### src/rtl/pib_pkg.sv
package pib_pkg;
  // data-memory offsets of the mapped registers
  localparam logic [5:0] PIB_ADDR_PC_HIGH_BUFFER = 6'h0a;
  localparam logic [5:0] PIB_ADDR_PULL_DOWN      = 6'h0b;
  localparam logic [5:0] PIB_ADDR_OPEN_DRAIN     = 6'h0c;
  localparam logic [5:0] PIB_ADDR_PULL_HIGH      = 6'h0d;
  localparam logic [5:0] PIB_ADDR_IRQ_MASK       = 6'h0e;
  localparam logic [5:0] PIB_ADDR_IRQ_FLAGS      = 6'h0f;
  // direction-load operands
  localparam logic [5:0] PIB_ADDR_PORT_A         = 6'h05;
  localparam logic [5:0] PIB_ADDR_PORT_B         = 6'h06;
  // interrupt vector
  localparam logic [9:0] PIB_IRQ_VECTOR          = 10'h008;
  // field positions
  localparam int PIB_BIT_TIMER_IRQ       = 0;
  localparam int PIB_BIT_PORTB_IRQ       = 1;
  localparam int PIB_BIT_EXT_IRQ         = 2;
  localparam int PIB_BIT_GLOBAL_EN       = 7;
  localparam int PIB_BIT_PRESCALE_ASSIGN = 3;
  localparam int PIB_BIT_TIMER_EDGE      = 4;
  localparam int PIB_BIT_TIMER_SOURCE    = 5;
  localparam int PIB_BIT_EDGE            = 6;
  // implemented-bit masks
  localparam logic [7:0] PIB_MASK_IRQ_MASK  = 8'h87;
  localparam logic [7:0] PIB_MASK_IRQ_FLAGS = 8'h07;
  // reset values
  localparam logic [7:0] PIB_RST_PC_HIGH    = 8'h00;
  localparam logic [7:0] PIB_RST_PULL_DOWN  = 8'hff;
  localparam logic [7:0] PIB_RST_OPEN_DRAIN = 8'h00;
  localparam logic [7:0] PIB_RST_PULL_HIGH  = 8'hff;
  localparam logic [7:0] PIB_RST_IRQ_MASK   = 8'h00;
  localparam logic [7:0] PIB_RST_IRQ_FLAGS  = 8'h00;
  localparam logic [7:0] PIB_RST_ACCUM      = 8'h00;
  localparam logic [6:0] PIB_RST_CONFIG     = 7'h3f;
  localparam logic [7:0] PIB_RST_DIRECTION  = 8'hff;
endpackage : pib_pkg

### src/rtl/pib_edge_sync.sv
`timescale 1ns/1ns
// two-flop synchroniser with level output and rise and fall pulses
module pib_edge_sync
  import pib_pkg::*;
#(
  parameter int WIDTH = 8
) (
  // clock and reset
  input  wire logic             clk_sys,
  input  wire logic             reset_n,
  // pins
  input  wire logic [WIDTH-1:0] pin_async,
  // synchronised level and edges
  output logic      [WIDTH-1:0] level,
  output logic      [WIDTH-1:0] rise,
  output logic      [WIDTH-1:0] fall
);
  typedef struct packed {
    logic [WIDTH-1:0] meta;
    logic [WIDTH-1:0] sync;
    logic [WIDTH-1:0] last;
    logic [2:0]       primed;
  } pib_sync_t;

  pib_sync_t state;
  pib_sync_t next_state;

  // meta is read only by sync
  always_comb begin
    next_state      = state;
    next_state.meta = pin_async;
    next_state.sync = state.meta;
    next_state.last = state.sync;
    next_state.primed = {state.primed[1:0], 1'b1};
  end

  always_ff @(posedge clk_sys or negedge reset_n) begin
    if (!reset_n) begin
      state <= '0;
    end else begin
      state <= next_state;
    end
  end

  assign level = state.sync;
  // pin idle level is unknown at reset; no edges until sync and last both hold the pin
  assign rise  = state.sync & ~state.last & {WIDTH{state.primed[2]}};
  assign fall  = ~state.sync & state.last & {WIDTH{state.primed[2]}};
endmodule : pib_edge_sync

### src/rtl/pib_port_irq_bank.sv
`timescale 1ns/1ns
module pib_port_irq_bank
  import pib_pkg::*;
#(
  parameter int PC_HIGH_BITS = 2
) (
  // clock and reset
  input  wire logic        clk_sys,
  input  wire logic        reset_n,
  // data-memory register access from the core
  input  wire logic [5:0]  reg_addr,
  input  wire logic        reg_write,
  input  wire logic [7:0]  reg_wdata,
  output logic      [7:0]  reg_rdata,
  output logic             reg_hit,
  // accumulator and special instructions
  input  wire logic        accum_write,
  input  wire logic [7:0]  accum_wdata,
  output logic      [7:0]  accumulator,
  input  wire logic        option_load,
  input  wire logic        direction_load,
  input  wire logic [5:0]  direction_addr,
  input  wire logic        return_from_irq,
  // program counter control
  input  wire logic        pc_low_write,
  output logic      [1:0]  pc_high_load,
  input  wire logic        sleeping,
  output logic             wake,
  output logic             irq_take,
  output logic      [9:0]  irq_vector,
  // event sources
  input  wire logic        timer_overflow,
  input  wire logic [7:0]  port_b_pin,
  input  wire logic        ext_irq_pin,
  input  wire logic [7:0]  portb_change_enable,
  // configuration outputs
  output logic      [2:0]  prescaler_ratio_select,
  output logic             prescaler_assign,
  output logic             timer_ext_edge_select,
  output logic             timer_clock_source_select,
  output logic             ext_irq_edge_select,
  // pad controls
  output logic      [7:0]  port_a_direction,
  output logic      [7:0]  port_b_direction,
  output logic      [7:0]  port_a_oe,
  output logic      [7:0]  port_b_oe,
  output logic      [7:0]  portb_pin_opendrain,
  output logic      [3:0]  porta_pin_pulldown_en,
  output logic      [3:0]  portb_pin_pulldown_en,
  output logic      [7:0]  portb_pin_pullhigh_en
);
  typedef struct packed {
    logic [7:0] pc_high_buffer;
    logic [7:0] pull_down_control;
    logic [7:0] open_drain_control;
    logic [7:0] pull_high_control;
    logic [7:0] interrupt_mask;
    logic [7:0] interrupt_flags;
    logic [7:0] accumulator;
    logic [6:0] config_reg;
    logic [7:0] port_a_direction;
    logic [7:0] port_b_direction;
    logic [7:0] rdata;
    logic       hit;
  } pib_bank_t;

  localparam logic [7:0] PC_HIGH_MASK = 8'((1 << PC_HIGH_BITS) - 1);

  pib_bank_t  state;
  pib_bank_t  next_state;
  logic [7:0] pb_level;
  logic [7:0] pb_rise;
  logic [7:0] pb_fall;
  logic [0:0] ext_level;
  logic [0:0] ext_rise;
  logic [0:0] ext_fall;
  logic [2:0] events;
  logic [2:0] armed;

  // pins cross into clk_sys before any edge logic
  pib_edge_sync #(.WIDTH(8)) u_pb_sync (
    .clk_sys   (clk_sys),
    .reset_n   (reset_n),
    .pin_async (port_b_pin),
    .level     (pb_level),
    .rise      (pb_rise),
    .fall      (pb_fall)
  );

  pib_edge_sync #(.WIDTH(1)) u_ext_sync (
    .clk_sys   (clk_sys),
    .reset_n   (reset_n),
    .pin_async (ext_irq_pin),
    .level     (ext_level),
    .rise      (ext_rise),
    .fall      (ext_fall)
  );

  // hardware events; output pins are excluded from change detection
  always_comb begin
    events[PIB_BIT_TIMER_IRQ] = timer_overflow;
    events[PIB_BIT_PORTB_IRQ] = |((pb_rise | pb_fall) & portb_change_enable
                                  & state.port_b_direction);
    events[PIB_BIT_EXT_IRQ]   = state.config_reg[PIB_BIT_EDGE] ? ext_rise[0]
                                                               : ext_fall[0];
  end

  // sources that are enabled and pending
  assign armed    = (state.interrupt_flags[2:0] | events) & state.interrupt_mask[2:0];
  assign irq_take = state.interrupt_mask[PIB_BIT_GLOBAL_EN] && (armed != 3'h0);
  // wake needs only the source enable; global enable picks resume point
  assign wake       = sleeping && (armed != 3'h0);
  assign irq_vector = PIB_IRQ_VECTOR;

  always_comb begin
    next_state       = state;
    next_state.hit   = 1'b0;
    next_state.rdata = 8'h00;
    // register write from the core
    if (reg_write) begin
      unique case (reg_addr)
        PIB_ADDR_PC_HIGH_BUFFER: next_state.pc_high_buffer = reg_wdata & PC_HIGH_MASK;
        PIB_ADDR_PULL_DOWN:      next_state.pull_down_control = reg_wdata;
        PIB_ADDR_OPEN_DRAIN:     next_state.open_drain_control = reg_wdata;
        PIB_ADDR_PULL_HIGH:      next_state.pull_high_control = reg_wdata;
        PIB_ADDR_IRQ_MASK:       next_state.interrupt_mask = reg_wdata & PIB_MASK_IRQ_MASK;
        PIB_ADDR_IRQ_FLAGS:      next_state.interrupt_flags = reg_wdata & PIB_MASK_IRQ_FLAGS;
        default: ;
      endcase
    end
    // hardware sets win over a software clear in the same cycle
    next_state.interrupt_flags[2:0] = next_state.interrupt_flags[2:0] | events;
    // return re-enables, a taken interrupt clears; take has priority
    if (return_from_irq) begin
      next_state.interrupt_mask[PIB_BIT_GLOBAL_EN] = 1'b1;
    end
    if (irq_take) begin
      next_state.interrupt_mask[PIB_BIT_GLOBAL_EN] = 1'b0;
    end
    // accumulator is reachable only through this port
    if (accum_write) begin
      next_state.accumulator = accum_wdata;
    end
    if (option_load) begin
      next_state.config_reg = state.accumulator[6:0];
    end
    if (direction_load && direction_addr == PIB_ADDR_PORT_A) begin
      next_state.port_a_direction = state.accumulator;
    end
    if (direction_load && direction_addr == PIB_ADDR_PORT_B) begin
      next_state.port_b_direction = state.accumulator;
    end
    // registered read data, one cycle after the address
    next_state.hit = 1'b1;
    unique case (reg_addr)
      PIB_ADDR_PC_HIGH_BUFFER: next_state.rdata = state.pc_high_buffer;
      PIB_ADDR_PULL_DOWN:      next_state.rdata = state.pull_down_control;
      PIB_ADDR_OPEN_DRAIN:     next_state.rdata = state.open_drain_control;
      PIB_ADDR_PULL_HIGH:      next_state.rdata = state.pull_high_control;
      PIB_ADDR_IRQ_MASK:       next_state.rdata = state.interrupt_mask;
      PIB_ADDR_IRQ_FLAGS:      next_state.rdata = state.interrupt_flags & state.interrupt_mask;
      default:                 next_state.hit = 1'b0;
    endcase
  end

  always_ff @(posedge clk_sys or negedge reset_n) begin
    if (!reset_n) begin
      state.pc_high_buffer     <= PIB_RST_PC_HIGH;
      state.pull_down_control  <= PIB_RST_PULL_DOWN;
      state.open_drain_control <= PIB_RST_OPEN_DRAIN;
      state.pull_high_control  <= PIB_RST_PULL_HIGH;
      state.interrupt_mask     <= PIB_RST_IRQ_MASK;
      state.interrupt_flags    <= PIB_RST_IRQ_FLAGS;
      state.accumulator        <= PIB_RST_ACCUM;
      state.config_reg         <= PIB_RST_CONFIG;
      state.port_a_direction   <= PIB_RST_DIRECTION;
      state.port_b_direction   <= PIB_RST_DIRECTION;
      state.rdata              <= 8'h00;
      state.hit                <= 1'b0;
    end else begin
      state <= next_state;
    end
  end

  // outputs
  assign reg_rdata    = state.rdata;
  assign reg_hit      = state.hit;
  assign accumulator  = state.accumulator;
  // only the buffer feeds pc high; it is never written back
  assign pc_high_load = pc_low_write ? state.pc_high_buffer[1:0] : 2'h0;

  assign prescaler_ratio_select    = state.config_reg[2:0];
  assign prescaler_assign          = state.config_reg[PIB_BIT_PRESCALE_ASSIGN];
  assign timer_ext_edge_select     = state.config_reg[PIB_BIT_TIMER_EDGE];
  assign timer_clock_source_select = state.config_reg[PIB_BIT_TIMER_SOURCE];
  assign ext_irq_edge_select       = state.config_reg[PIB_BIT_EDGE];

  assign port_a_direction = state.port_a_direction;
  assign port_b_direction = state.port_b_direction;
  assign port_a_oe        = ~state.port_a_direction;
  assign port_b_oe        = ~state.port_b_direction;
  // open drain only matters while driving
  assign portb_pin_opendrain = state.open_drain_control & ~state.port_b_direction;
  // weak pulls turn off on output pins
  assign porta_pin_pulldown_en = ~state.pull_down_control[3:0]
                                 & state.port_a_direction[3:0];
  assign portb_pin_pulldown_en = ~state.pull_down_control[7:4]
                                 & state.port_b_direction[3:0];
  assign portb_pin_pullhigh_en = ~state.pull_high_control
                                 & state.port_b_direction;

  // checks
  flag_sticky_a: assert property (@(posedge clk_sys) disable iff (!reset_n)
    timer_overflow |=> state.interrupt_flags[0])
    else $error("timer flag not set");
  flag_read_and_a: assert property (@(posedge clk_sys) disable iff (!reset_n)
    (reg_addr == PIB_ADDR_IRQ_FLAGS) |=> reg_rdata == ($past(state.interrupt_flags)
                                                      & $past(state.interrupt_mask)))
    else $error("flag read not masked");
  global_clear_a: assert property (@(posedge clk_sys) disable iff (!reset_n)
    irq_take |=> !state.interrupt_mask[7])
    else $error("global enable not cleared");
  global_return_a: assert property (@(posedge clk_sys) disable iff (!reset_n)
    (return_from_irq && !irq_take) |=> state.interrupt_mask[7])
    else $error("return did not set global enable");
  option_load_a: assert property (@(posedge clk_sys) disable iff (!reset_n)
    option_load |=> state.config_reg == $past(state.accumulator[6:0]))
    else $error("option load wrong");
  dir_load_a: assert property (@(posedge clk_sys) disable iff (!reset_n)
    (direction_load && direction_addr == PIB_ADDR_PORT_B)
      |=> port_b_direction == $past(state.accumulator))
    else $error("direction load wrong");
  pullhigh_off_a: assert property (@(posedge clk_sys) disable iff (!reset_n)
    (portb_pin_pullhigh_en & port_b_oe) == 8'h00)
    else $error("pull-high on output");
  pulldown_off_a: assert property (@(posedge clk_sys) disable iff (!reset_n)
    (porta_pin_pulldown_en & port_a_oe[3:0]) == 4'h0)
    else $error("pull-down on output");
  mask_zero_a: assert property (@(posedge clk_sys) disable iff (!reset_n)
    state.interrupt_mask[6:3] == 4'h0 && state.interrupt_flags[7:3] == 5'h00)
    else $error("reserved bits set");
  pc_high_a: assert property (@(posedge clk_sys) disable iff (!reset_n)
    (reg_write && reg_addr == PIB_ADDR_PC_HIGH_BUFFER) ##1 pc_low_write
      |-> pc_high_load == ($past(reg_wdata[1:0]) & PC_HIGH_MASK[1:0]))
    else $error("pc high not from buffer");

  // write path: each mapped register except the flag register takes the written byte, reserved bits dropped
  pd_write_a: assert property (@(posedge clk_sys) disable iff (!reset_n)
    (reg_write && reg_addr == PIB_ADDR_PULL_DOWN) |=> state.pull_down_control == $past(reg_wdata))
    else $error("pull-down write lost");
  od_write_a: assert property (@(posedge clk_sys) disable iff (!reset_n)
    (reg_write && reg_addr == PIB_ADDR_OPEN_DRAIN) |=> state.open_drain_control == $past(reg_wdata))
    else $error("open-drain write lost");
  ph_write_a: assert property (@(posedge clk_sys) disable iff (!reset_n)
    (reg_write && reg_addr == PIB_ADDR_PULL_HIGH) |=> state.pull_high_control == $past(reg_wdata))
    else $error("pull-high write lost");
  pc_buf_write_a: assert property (@(posedge clk_sys) disable iff (!reset_n)
    (reg_write && reg_addr == PIB_ADDR_PC_HIGH_BUFFER)
      |=> state.pc_high_buffer == ($past(reg_wdata) & PC_HIGH_MASK))
    else $error("pc buffer write wrong");
  pc_buf_bits_a: assert property (@(posedge clk_sys) disable iff (!reset_n)
    (state.pc_high_buffer & ~PC_HIGH_MASK) == 8'h00)
    else $error("pc buffer unimplemented bit set");
  mask_write_a: assert property (@(posedge clk_sys) disable iff (!reset_n)
    (reg_write && reg_addr == PIB_ADDR_IRQ_MASK && !irq_take && !return_from_irq)
      |=> state.interrupt_mask == ($past(reg_wdata) & PIB_MASK_IRQ_MASK))
    else $error("mask write wrong");

  // flags only fall on a software write to the flag register
  flag_hold_a: assert property (@(posedge clk_sys) disable iff (!reset_n)
    !(reg_write && reg_addr == PIB_ADDR_IRQ_FLAGS)
      |=> ($past(state.interrupt_flags) & ~state.interrupt_flags) == 8'h00)
    else $error("flag cleared by hardware");
  pb_flag_a: assert property (@(posedge clk_sys) disable iff (!reset_n)
    events[PIB_BIT_PORTB_IRQ] |=> state.interrupt_flags[PIB_BIT_PORTB_IRQ])
    else $error("port b flag not set");
  ext_flag_a: assert property (@(posedge clk_sys) disable iff (!reset_n)
    (ext_irq_edge_select ? ext_rise[0] : ext_fall[0]) |=> state.interrupt_flags[PIB_BIT_EXT_IRQ])
    else $error("ext pin flag not set");

  // wake and take follow pending enabled flags
  wake_level_a: assert property (@(posedge clk_sys) disable iff (!reset_n)
    (sleeping && (state.interrupt_flags[2:0] & state.interrupt_mask[2:0]) != 3'h0) |-> wake)
    else $error("no wake on pending source");
  take_level_a: assert property (@(posedge clk_sys) disable iff (!reset_n)
    (state.interrupt_mask[7] && (state.interrupt_flags[2:0] & state.interrupt_mask[2:0]) != 3'h0)
      |-> irq_take)
    else $error("enabled pending source not taken");
  take_single_a: assert property (@(posedge clk_sys) disable iff (!reset_n)
    irq_take |=> !irq_take)
    else $error("interrupt taken twice");
  vector_const_a: assert property (@(posedge clk_sys) disable iff (!reset_n)
    irq_take |-> irq_vector == 10'h008)
    else $error("wrong interrupt vector");

  // accumulator, port a direction and pad gating
  accum_load_a: assert property (@(posedge clk_sys) disable iff (!reset_n)
    accum_write |=> accumulator == $past(accum_wdata))
    else $error("accumulator load wrong");
  dir_a_load_a: assert property (@(posedge clk_sys) disable iff (!reset_n)
    (direction_load && direction_addr == PIB_ADDR_PORT_A)
      |=> port_a_direction == $past(state.accumulator))
    else $error("port a direction load wrong");
  opendrain_input_a: assert property (@(posedge clk_sys) disable iff (!reset_n)
    (portb_pin_opendrain & ~port_b_oe) == 8'h00)
    else $error("open drain on input");
  pulldown_b_off_a: assert property (@(posedge clk_sys) disable iff (!reset_n)
    (portb_pin_pulldown_en & port_b_oe[3:0]) == 4'h0)
    else $error("port b pull-down on output");

  irq_taken_c:   cover property (@(posedge clk_sys) disable iff (!reset_n) irq_take);
  wake_resume_c: cover property (@(posedge clk_sys) disable iff (!reset_n) wake && !irq_take);
  pb_change_c:   cover property (@(posedge clk_sys) disable iff (!reset_n) events[PIB_BIT_PORTB_IRQ]);
  return_seen_c: cover property (@(posedge clk_sys) disable iff (!reset_n) return_from_irq && !irq_take);
  clear_race_c:  cover property (@(posedge clk_sys) disable iff (!reset_n)
    reg_write && reg_addr == PIB_ADDR_IRQ_FLAGS && timer_overflow);
endmodule : pib_port_irq_bank

### config.mk
export PLATFORM = sky130hd
export DESIGN_NAME = pib_port_irq_bank
export DESIGN_NICKNAME = d
export VERILOG_FILES = /design/src/rtl/pib_pkg.sv /design/src/rtl/pib_edge_sync.sv /design/src/rtl/pib_port_irq_bank.sv
export SDC_FILE = /design/constraint.sdc
export NUM_CORES = 1
export LEC_CHECK = 0
export BUFFER_PORTS_ARGS = -buffer_cell sky130_fd_sc_hd__buf_4
export CAP_MARGIN = 20
export CORE_ASPECT_RATIO = 0.8
export CORE_MARGIN = 3
export CORE_UTILIZATION = 55
export DETAILED_ROUTE_END_ITERATION = 7
export PLACE_DENSITY = 0.95
export SETUP_SLACK_MARGIN = 0.15
export SLEW_MARGIN = 20
export SYNTH_ARGS = -nofsm -noshare
export SYNTH_HDL_FRONTEND = slang
export SYNTH_SLANG_ARGS = --single-unit
### constraint.sdc
create_clock -name clk_sys -period 4.41 [get_ports clk_sys]
set_input_delay 0.441 -clock clk_sys [delete_from_list [all_inputs] [get_ports clk_sys]]
set_output_delay 0.441 -clock clk_sys [all_outputs]
set_load 0.02 [all_outputs]
### After elaboration in Yosys (flattened, before gate mapping)

Index checks and enable logic that the tools add are counted.

* eq/ne operators: 8
* muxes and demuxes: 9
* bitwise gates (word level): 28
* reduce and logical (&&, ||, !) cells: 15

Operators with widths (count)
* $and 8x8->8: 8
* $pmux 8 s6: 1
* $not 8->8: 5
* $eq 6x4->1 const B: 6
* $mux 16: 1
* $eq 6x3->1 const B: 2
* $reduce_and 2->1: 6
* $reduce_bool 3->1: 3
* $and 3x8->8: 1
* $and 4x4->4: 2
* $mux 8: 1
* $not 4->4: 2
* $or 8x8->8: 1
* $reduce_or 8->1: 1
* $or 3x3->3: 2
* $reduce_or 6->1: 1
* $and 1x1->1: 4
* $logic_and 1x1->1: 4
* $mux 1: 4
* $and 3x3->3: 1
* $mux 3: 1
* $mux 2: 1
* $not 1->1: 2

* bits in registers: 106
* output and inout port bits: 94
* word-level logic and storage cells: 81

### Longest topological paths before layout

Gate-level depths: netlist of the first run.

* word-level depth: 13
* gate-level depth with buffers: 7
* depth with buffers taken out: 5

### Cells and area by module

Synthesis of the first run repeated with hierarchy kept, for this count alone.

* cell total of the unflattened synthesis: 366
* area total of the unflattened synthesis: 4769.6 µm²

By module, submodules not included
* pib_port_irq_bank: instances 1, cells an instance 304, area an instance 3699.8 µm², seq. area each 1874.3 µm²
* pib_edge_sync (u_pb_sync): instances 1, cells an instance 53, area an instance 898.4 µm², seq. area each 675.6 µm²
* pib_edge_sync (u_ext_sync): instances 1, cells an instance 9, area an instance 171.4 µm², seq. area each 150.1 µm²

### Least setup slack after synthesis of the first run

OpenSTA, ideal clock, no wires.

* path kind: register to output
* start: register state (netlist bit ext_irq_edge_select)
* end: output port wake
* arrival: 1461 ps
* path slack: 2508 ps
* stages on the path, launching flop included: 6
* cells stage by stage: dfrtp_1 nor4bb_1 o31ai_1 nand2_1 o21ai_0 a21oi_1

* cells in the longest elaborated chain, start to end: 5

Ends and longest elaborated chain
* start, declared: RTL line pib_port_irq_bank.sv:69 `pib_bank_t state;`
* start signal, assigned: RTL line pib_port_irq_bank.sv:181 `state <= next_state;`
* $mux 1: RTL line pib_port_irq_bank.sv:104 `events[PIB_BIT_EXT_IRQ] = state.config_reg[PIB_BIT_EDGE] ? ext_rise[0]`
* $or 3x3->3: RTL line pib_port_irq_bank.sv:109 `assign armed = (state.interrupt_flags[2:0] | events) & state.interrupt_mask[2:0];`
* $and 3x3->3: RTL line pib_port_irq_bank.sv:109
* $reduce_bool 3->1: RTL line pib_port_irq_bank.sv:112 `assign wake = sleeping && (armed != 3'h0);`
* $logic_and 1x1->1: RTL line pib_port_irq_bank.sv:112
* end, declared: RTL line pib_port_irq_bank.sv:28 `output logic wake,`

Every way passes these cells.

### Final worst setup path of the first run

* start: register u_pb_sync.state (netlist bit u_pb_sync.level[5])
* end: output port irq_take

* cells in the longest elaborated chain, start to end: 11
* elaborated cells between the ends (all ways): 13

Ends and longest elaborated chain
* start, declared: RTL line pib_edge_sync.sv:25 `pib_sync_t state;`
* start signal, assigned: RTL line pib_edge_sync.sv:41 `state <= next_state;`
* $not 8->8: RTL line pib_edge_sync.sv:48 `assign fall = ~state.sync & state.last & {WIDTH{state.primed[2]}};`
* $and 8x8->8 (2 in series): RTL line pib_edge_sync.sv:48
* $or 8x8->8 (*): RTL line pib_port_irq_bank.sv:102 `events[PIB_BIT_PORTB_IRQ] = |((pb_rise | pb_fall) & portb_change_enable`
* $and 8x8->8 (*): RTL line pib_port_irq_bank.sv:102
* $and 8x8->8 (*): RTL line pib_port_irq_bank.sv:103 `& state.port_b_direction);`
* $reduce_or 8->1 (*): RTL line pib_port_irq_bank.sv:102
* $or 3x3->3 (*): RTL line pib_port_irq_bank.sv:109
* $and 3x3->3 (*): RTL line pib_port_irq_bank.sv:109
* $reduce_bool 3->1 (*): RTL line pib_port_irq_bank.sv:110 `assign irq_take = state.interrupt_mask[PIB_BIT_GLOBAL_EN] && (armed != 3'h0);`
* $logic_and 1x1->1 (*): RTL line pib_port_irq_bank.sv:110
* end, declared: RTL line pib_port_irq_bank.sv:29 `output logic irq_take,`

Mark *: on every way between the ends. The rest lies on a longest branch, timed or not.

==> results of run 1 <==
placed cells by master, fill, tap and decap left out, types with 2 or more instances in the layout:
cell type,synthesis,final
a222oi_1,5,5
a22oi_1,3,3
and2_1,3,3
buf_4,47,139
clkbuf_1,2,2
clkbuf_8,0,10
clkinvlp_4,0,3
conb_1,2,11
dfrtp_1,65,65
dfstp_2,38,38
inv_1,22,22
mux2_2,28,28
mux2_4,16,16
mux2i_1,2,2
nand2_1,34,34
nand2_4,2,2
nand3_1,4,4
nand4_1,2,2
nor2_1,20,20
nor2_8,2,2
nor2b_1,9,9
nor3b_4,2,2
o2111ai_1,3,3
o21ai_0,19,19
o22ai_1,4,4
xnor2_1,8,8
registers in the layout (all words and copies together) (netlist names), 2 cells and up:
signal                  count
reg_rdata                   8
u_ext_sync.next_state       3
port_b_direction            8
u_pb_sync.level             8
accumulator                 8
u_pb_sync.next_state        8
state                      33
port_a_direction            8
u_pb_sync.state             8
u_ext_sync.state            2
prescaler_ratio_select      3
kinds of logic (layout without fill, tap and decap cells):
logic type / Yosys count / after routing / synth area share [%]
flops: 103 / 103 / 56.9
simple gates: 89 / 89 / 11.3
buf+inv: 76 / 177 / 10.7
mux: 47 / 47 / 12.7
compound gates: 42 / 42 / 6.72
xor+xnor: 8 / 8 / 1.52
other cells: 2 / 11 / 0.163
power breakdown:
part	total [mW]	leakage (nW)	switching [mW]	internal [mW]
Sequential	1.19	1.19	0.104	1.09
Clock	0.536	0.0788	0.314	0.222
Combinational	0.646	1.48	0.353	0.293
Total	2.38	2.75	0.771	1.61
layer usage:
layer	share of wire [%]	vias to the layer above	global-route usage, %
met2	48	134	37.2
li1	-	1400	-
met3	8.1	14	6.34
met4	1.3	0	7.11
met5	0	-	0
met1	43	1560	31.0
how the worst min path moves through the flow:
stage,start,to,slack [ns],depth (start not counted)
after floorplan,reset_n,accumulator[0],0.15,0
after global placement,u_pb_sync.next_state[11],u_pb_sync.level[0],0.33,0
after detailed placement,u_pb_sync.next_state[17],u_pb_sync.level[6],0.34,0
after CTS,reset_n,u_pb_sync.next_state[12],0.16,1
after global routing,port_b_pin[4],u_pb_sync.next_state[15],0.15,1
final,reset_n,u_ext_sync.next_state[4],0.14,1
cell type report:
| cell class | count | share of cell area (%) |
|---|---|---|
| sequential | 103 | 46.9 |
| timing repair buffer | 139 | 18.7 |
| clock buffer | 12 | 2.60 |
| multi-input combinational | 197 | 27.4 |
| clock inverter | 4 | 0.559 |
| inverter | 22 | 1.48 |
| tap | 108 | 2.42 |
metrics by stage:
step | power, mW | util (%)
floorplan | 1.59 | -
global placement | 1.84 | 67.2
detailed placement | 1.86 | 67.2
CTS | 2.39 | 69.4
global route | 2.48 | 69.4
finish | 2.38 | 69.4
==> impl_metrics.yaml, run 1 <==
sta:
  post-route-min-period_ns: 2.61
  fin_ws_ns: 1.80
  slew_violations: 0
  setup_tns_ns: 0
  rsz0062_at_grt: "false"
  fmax_mhz: 383
  slew_headroom_pct: 50.7
  worst_slew_pin_slew_ns: 0.740
  min_period_over_period_pct: 59.2
  setup_viol: 0
  skew_ns: 0.00707
  hold_viol: 0
  holdWs_ns: 0.141
critical_path:
  required_ns: 3.97
  r2r-start: "u_pb_sync.level[5]"
  cp_num_buf_inv: 1
  crit_chain: "xnor2_1, o22ai_1, o41ai_4, nor2_2, a211o_2, buf_4"
  r2r_cells: 5
  critical_path.endpoint_type: "primary output"
  crit_cells: 6
  worstSetupPathType: "flop to primary output"
  crit_family: "compound AO/OA/AOI/OAI gates"
  start_kind: "flop"
  worstPathMaxFanout: 3
  endpoint: "irq_take"
  critical-path-max-stage-delay_ns: 0.49
  r2r_slack_ns: 2.64
  r2r-end: "state[55]"
  crit_start: "u_pb_sync.level[5]"
  cp.arrival_ns: 2.17
  critPathSlowestCell: "o41ai_4"
final_layout:
  fin_cells: 585
  multi_input_area_mm2: 0.00153
  regArea_mm2: 0.00263
  final_area_mm2: 0.00559
  antenna-diode-count: 0
  fin_nets: 527
  fill_cells: 579
  drive_above_1_share_pct: 52.2
  area_growth_pct: 21.2
flow_run:
  maxCapViolCount: 0
detailed_routing:
  routed_wirelength_um: 10700
  firstDrtPassIters: 7
  drc: 0
  num_vias: 3108
  routed_via_density: 5.31
  ant_nets: 0
  wl_per_cell_um: 18.2
  dr.first_iter.drc_count: 137
die:
  dieArea_mm2: 0.00953
  die_w_um: 108
  initial_core_util_pct: 57.3
  io_pins: 149
  core_area_mm2: 0.00806
  rows: 29
  die_h_um: 87.9
yosys:
  synth_area_leader_cell: "dfrtp_1"
  avgSynthCellArea_um2: 12.6
  ys_types: 46
  yosysSeqAreaShare_pct: 56.9
  synth_most_common_cell: "dfrtp_1"
  ys_async_sr_fraction_pct: 100
  synth_edf_count: 0
  synth_area_leaders: "dfrtp_1, dfstp_2, buf_4, mux2_2, mux2_4"
  ys.flop_type: "dfrtp_1"
  yosysWarnings: 0
  synth_seq_cells: 103
  netlist_top_cells_count: "dfrtp_1, buf_4, dfstp_2"
  netlist_instances: 367
  yosysTopAreaCellShare_pct: 35.2
  netlist_area_mm2: 0.00461
power:
  peakVddDrop_v: 0.000275
  p_leak_nw: 2.75
  p_per_area_mw_per_mm2: 425
placed_design:
  place_area_mm2: 0.00542
  dpl.hpwl_um: 8130
  port_buffers: 138
  pre_cts_slack_ns: 2.08
  gp_congestion: 0.887
  dp.cells: 569
grt:
  antenna_found_initial: 0
  gr-usage-all-layers_pct: 23.1
  grt_pass1_vias: 3169
  grt_max_degree: 63
  grt_first_pass_wirelength_um: 16400
  grt_overflow: 0
clock_network:
  clock-sinks: 103
  cts_resized: 0
  ctsLongestPathBuffers: 2
  clk_pin_slew_ns: 0.09
  cts_tree: "yes"
  cts_buffers: 9
  clock_latency_ns: 0.36
  post_cts_buffers: 0
  ctsHoldBuffers: 0
  cts_root_buf: "clkbuf_8"
  ctsHtreeMaxLevel: 3
outcome:
  status: "complete, no violations"
min_path:
  hold_path.class: "input port to async pin"
Power figures use the tool's default switching activity.
==> run 2: changes to the inputs <==
Settings changed: CORE_UTILIZATION 55 to 46, PLACE_DENSITY 0.95 to 0.86.
Clock period 4.41 ns to 2.4 ns, I/O delays scaled along.
==> run 2 against run 1 <==
  * Clock skew rose by 0.0019 ns
  * Final cell count rose by 7.9%
  * Combinational power is 90% higher
  * Sequential power up 84%
  * Clock power increased to 2.7 times the previous value
  * Setup slack got worse by 1.6 ns
==> impl_metrics.yaml, run 2 (synthesis gave the netlist of run 1 again) <==
power:
  p_switching_mw: 1.56
  netSwitchingFraction_pct: 32.0
  p_clk_share_pct: 29.6
  p_leak_nw: 2.92
  peakVddDrop_v: 0.000480
  p_per_area_mw_per_mm2: 817
  internal_power_mw: 3.31
  combPwrFrac_pct: 25.4
  pwr-share-seq_pct: 45.1
placed_design:
  dpl.hpwl_um: 8750
  gp_congestion: 0.802
  port_buffers: 138
  pre_cts_slack_ns: 0.492
clock_network:
  ctsLongestPathBuffers: 2
  clock_latency_ns: 0.34
  cts_root_buf: "clkbuf_16"
  clock-sinks: 103
  ctsHtreeMaxLevel: 3
  cts_buffers: 9
  clk_pin_slew_ns: 0.08
  cts_tree: "yes"
die:
  io_pins: 149
  die_h_um: 95.6
  die_w_um: 118
  dieArea_mm2: 0.0113
  rows: 32
  core_area_mm2: 0.00969
  initial_core_util_pct: 47.6
final_layout:
  fill_cells: 783
  multi_input_area_mm2: 0.00156
  fin_nets: 545
  largest_reg_flops: 33
  antenna-diode-count: 0
  final_cell_mix: "buf_4, dfrtp_1, dfstp_2, nand2_1, mux2_2"
  area_growth_pct: 29.1
  regArea_mm2: 0.00263
  top_register: "state"
  drive_above_1_share_pct: 53.3
  final_common_cell: "buf_4"
  utilization_pct: 61.5
critical_path:
  cp.arrival_ns: 1.98
  crit_chain: "xnor2_2, o22ai_2, o41ai_4, nor2_2, a211o_2, buf_6"
  required_ns: 2.16
  crit_family: "compound AO/OA/AOI/OAI gates"
  worstPathMaxFanout: 2
  crit_cells: 6
  critPathSlowestCell: "o41ai_4"
  r2r_cells: 6
  critical_path.endpoint_type: "primary output"
  start_kind: "flop"
  cp_num_buf_inv: 1
  critical-path-max-stage-delay_ns: 0.43
  worstSetupPathType: "flop to primary output"
grt:
  antenna_found_initial: 0
  grt_pass1_vias: 3317
  gr-usage-all-layers_pct: 20.9
  grt_first_pass_wirelength_um: 17800
  grt_max_degree: 50
  grt_overflow: 0
sta:
  slew_violations: 0
  skew_ns: 0.00894
  worst_slew_pin_slew_ns: 0.629
  post-route-min-period_ns: 2.22
  setup_tns_ns: 0
  fmax_mhz: 451
  holdWs_ns: 0.106
  hold_viol: 0
  setup_viol: 0
  slew_headroom_pct: 58.1
  fin_ws_ns: 0.182
  min_period_over_period_pct: 92.4
  rsz0062_at_grt: "true"
min_path:
  hold_path_depth: 2
  hold_path.class: "input port to flop"
detailed_routing:
  routed_wirelength_um: 11400
  num_vias: 3123
  dr.first_iter.drc_count: 158
  wl_per_cell_um: 18.1
  firstDrtPassIters: 5
  ant_nets: 0
  routed_via_density: 4.95
  drc: 0
flow_run:
  maxCapViolCount: 0
outcome:
  status: "complete, no violations"
[run 2: what timing repair did]
action | in CTS | in global routing
pin swaps | 5 | 1
setup buffers | 3 | 0
gates resized for setup | 2 | 4
hold buffers | 10 | 0
hold endpoints to repair | 36 | 0
setup endpoints to repair | 1 | 2
[run 2: per-layer routing]
layer | share of wire [%] | up-vias | routed length [um] | track usage (%)
met2 | 49 | 129 | 5640 | 34.9
li1 | - | 1435 | - | -
met5 | 0 | - | 0 | 0
met1 | 43 | 1549 | 4900 | 26.9
met4 | 1.1 | 0 | 125 | 4.88
met3 | 6.7 | 10 | 766 | 6.58
[run 2: power groups by stage]
| stage | combinational [mW] | clock (mW) | sequential [mW] |
|---|---|---|---|
| 5_1_grt | 1.32 | 1.55 | 2.22 |
| 6_report | 1.23 | 1.44 | 2.19 |
| 3_3_place_gp | 1.19 | 0 | 2.20 |
| 3_5_place_dp | 1.21 | 0 | 2.22 |
| 2_1_floorplan | 0.764 | 0 | 2.15 |
| 4_1_cts | 1.24 | 1.48 | 2.19 |
[run 2: path summary, 6_finish.rpt]
kind	start	endpoint	slack (ns)
worst max-delay path	u_pb_sync.state[9]	irq_take	0.18
worst min-delay path	timer_overflow	state[40]	0.11
worst max register to register	u_pb_sync.state[9]	state[55]	0.61
worst min register to register	u_pb_sync.next_state[11]	u_pb_sync.level[0]	0.35
max in group asynchronous	reset_n	state[72]	1.16
min in group asynchronous	reset_n	u_ext_sync.next_state[1]	0.45
[run 2: area by class of cell]
cell class,instances,share of cell area [%]
flip-flops and latches,103,44.1
clock inverters,7,1.20
clock buffers,9,3.78
well taps,136,2.86
multi-input cells,197,26.2
inverters,22,1.39
repair buffers,157,20.5
[run 2: metrics by stage]
step                instance area (um^2)  power [mW]  instances
floorplan                           4650        2.91        376
global placement                    5500        3.39        602
detailed placement                  5500        3.43        602
CTS                                 5930        4.91        631
global route                        5960        5.09        631
finish                              5960        4.87        631
==> run 3: changes to the inputs <==
Settings changed: CAP_MARGIN 20 to default, PLACE_DENSITY 0.86 to 0.76.
==> run 3 against run 2 <==
  * Clock skew up 0.00061 ns
  * Worst hold slack worse by 0.0074 ns
  * Highest routed layer unchanged
  * Non-clock buffer count unchanged
  * Critical path type is now flop to flop
  * Clock power about the same
  * Largest power group unchanged
==> impl_metrics.yaml, run 3 (synthesis gave the netlist of run 1 again) <==
sta:
  fin_ws_ns: 0.190
  slew_violations: 0
  setup_viol: 0
  hold_viol: 0
  fmax_mhz: 452
  worst_slew_pin_slew_ns: 0.580
  post-route-min-period_ns: 2.21
  slew_headroom_pct: 61.3
  setup_tns_ns: 0
  skew_ns: 0.00955
  rsz0062_at_grt: "true"
  min_period_over_period_pct: 92.1
critical_path:
  cp_common_cell: "buf_4"
  r2r_slack_ns: 0.19
  crit_chain: "xnor2_1, o22ai_1, o41ai_4, nor2_2, buf_4, buf_4, buf_4, buf_4, buf_4, a2111oi_4"
  worstSetupPathType: "flop to flop"
  critPathSlowestCell: "o41ai_4"
  r2r-end: "state[55]"
  worstPathMaxFanout: 3
  required_ns: 2.64
  critical-path-max-stage-delay_ns: 0.43
  start_kind: "flop"
  r2r-start: "u_pb_sync.level[1]"
  cp.arrival_ns: 2.45
  critical_path.endpoint_type: "flop"
  r2r_cells: 10
detailed_routing:
  firstDrtPassIters: 4
  drc: 0
  routed_wirelength_um: 11100
  dr.first_iter.drc_count: 246
  routed_via_density: 4.90
  num_vias: 3092
  wl_per_cell_um: 17.7
  ant_nets: 0
clock_network:
  ctsLongestPathBuffers: 2
  clock_latency_ns: 0.34
  cts_buffers: 9
  cts_root_buf: "clkbuf_16"
  cts_tree: "yes"
  clock-sinks: 103
  clk_pin_slew_ns: 0.07
  ctsHtreeMaxLevel: 3
power:
  peakVddDrop_v: 0.000445
  p_per_area_mw_per_mm2: 816
  p_leak_nw: 2.93
placed_design:
  gp_congestion: 0.840
  pre_cts_slack_ns: 0.465
  place_area_mm2: 0.00549
  port_buffers: 138
  dpl.hpwl_um: 8190
min_path:
  hold_path_depth: 2
  hold_path.class: "input port to flop"
  hold_end: "state[40]"
  min_from: "timer_overflow"
die:
  core_area_mm2: 0.00969
  die_w_um: 118
  io_pins: 149
  die_h_um: 95.6
  initial_core_util_pct: 47.6
  rows: 32
  dieArea_mm2: 0.0113
outcome:
  status: "complete, no violations"
grt:
  grt_max_degree: 104
  grt_first_pass_wirelength_um: 17600
  antenna_found_initial: 0
  gr-usage-all-layers_pct: 20.3
  grt_overflow: 0
  grt_pass1_vias: 3138
final_layout:
  antenna-diode-count: 0
  utilization_pct: 61.6
  top_register: "state"
  fin_nets: 545
  final_common_cell: "buf_4"
  area_growth_pct: 29.4
  fill_cells: 792
  largest_reg_flops: 33
  final_cell_mix: "buf_4, dfrtp_1, dfstp_2, nand2_1, mux2_2"
  drive_above_1_share_pct: 53.5
  final_area_mm2: 0.00597
flow_run:
  maxCapViolCount: 0
-- run 3: changes by cell type in the layout (fill, tap and decap cells not counted) --
cell | before | now
a2111oi_2 | 1 | 0
xnor2_1 | 6 | 5
inv_6 | 4 | 3
clkbuf_8 | 0 | 1
xnor2_2 | 2 | 3
clkinv_8 | 1 | 0
clkinv_2 | 0 | 1
a2111oi_4 | 0 | 1
-- run 3: timing repair --
action                                 CTS  global route
resized for setup                        4             4
buffers inserted                         5             0
setup endpoints to repair                1             3
endpoints found under the hold margin   74             0
hold buffers                            10             0
pin swaps                                5             1
-- run 3: power by group --
group          internal [mW]  total [mW]  switching, mW
sequential              2.00        2.19          0.188
clock                  0.751        1.42          0.665
combinational          0.583        1.26          0.681
-- run 3: per-layer routing --
layer / global-route usage (%) / wire (um)
met5: 0 / 0
met3: 5.22 / 708
met2: 31.9 / 5210
met4: 5.76 / 169
met1: 28.1 / 5050
-- run 3: worst max-delay path, delay by kind of cell (launching register included) --
family                    cells  cell delay, ns
AOI/OAI and AO/OA             3            0.85
buffers and inverters         5            0.64
DFF                           1            0.40
xor gates and xnor gates      1            0.15
and+or+nand+nor               1            0.08
-- run 3: final cells by class --
class	count	area, um^2	area share [%]
flip-flops and latches	103	2630	44.0
multi-input cells	197	1580	26.5
repair buffers	157	1220	20.4
clock buffers	10	239	4.00
well taps	136	170	2.85
inverters	22	82.6	1.38
clock inverters	6	51.3	0.859
-- run 3: how the worst max path moves through the flow --
stage               slack (ns)  cells after the start                 from         to
global placement          0.51                      6   u_pb_sync.level[5]   irq_take
floorplan                 0.70                      5  ext_irq_edge_select       wake
global route               0.1                     10   u_pb_sync.level[4]  state[55]
CTS                       0.14                      6   u_pb_sync.level[2]   irq_take
detailed placement        0.46                      6   u_pb_sync.level[5]   irq_take
finish                    0.19                     10   u_pb_sync.level[1]  state[55]
-- run 3: stage by stage --
stage / hold slack [ns] / power [mW] / instances
after floorplan: -0.0556 / 2.91 / 376
after global placement: 0.332 / 3.39 / 600
after detailed placement: 0.335 / 3.43 / 600
after CTS: 0.0822 / 4.91 / 631
after global routing: 0.0875 / 5.09 / 631
final: 0.0984 / 4.87 / 631
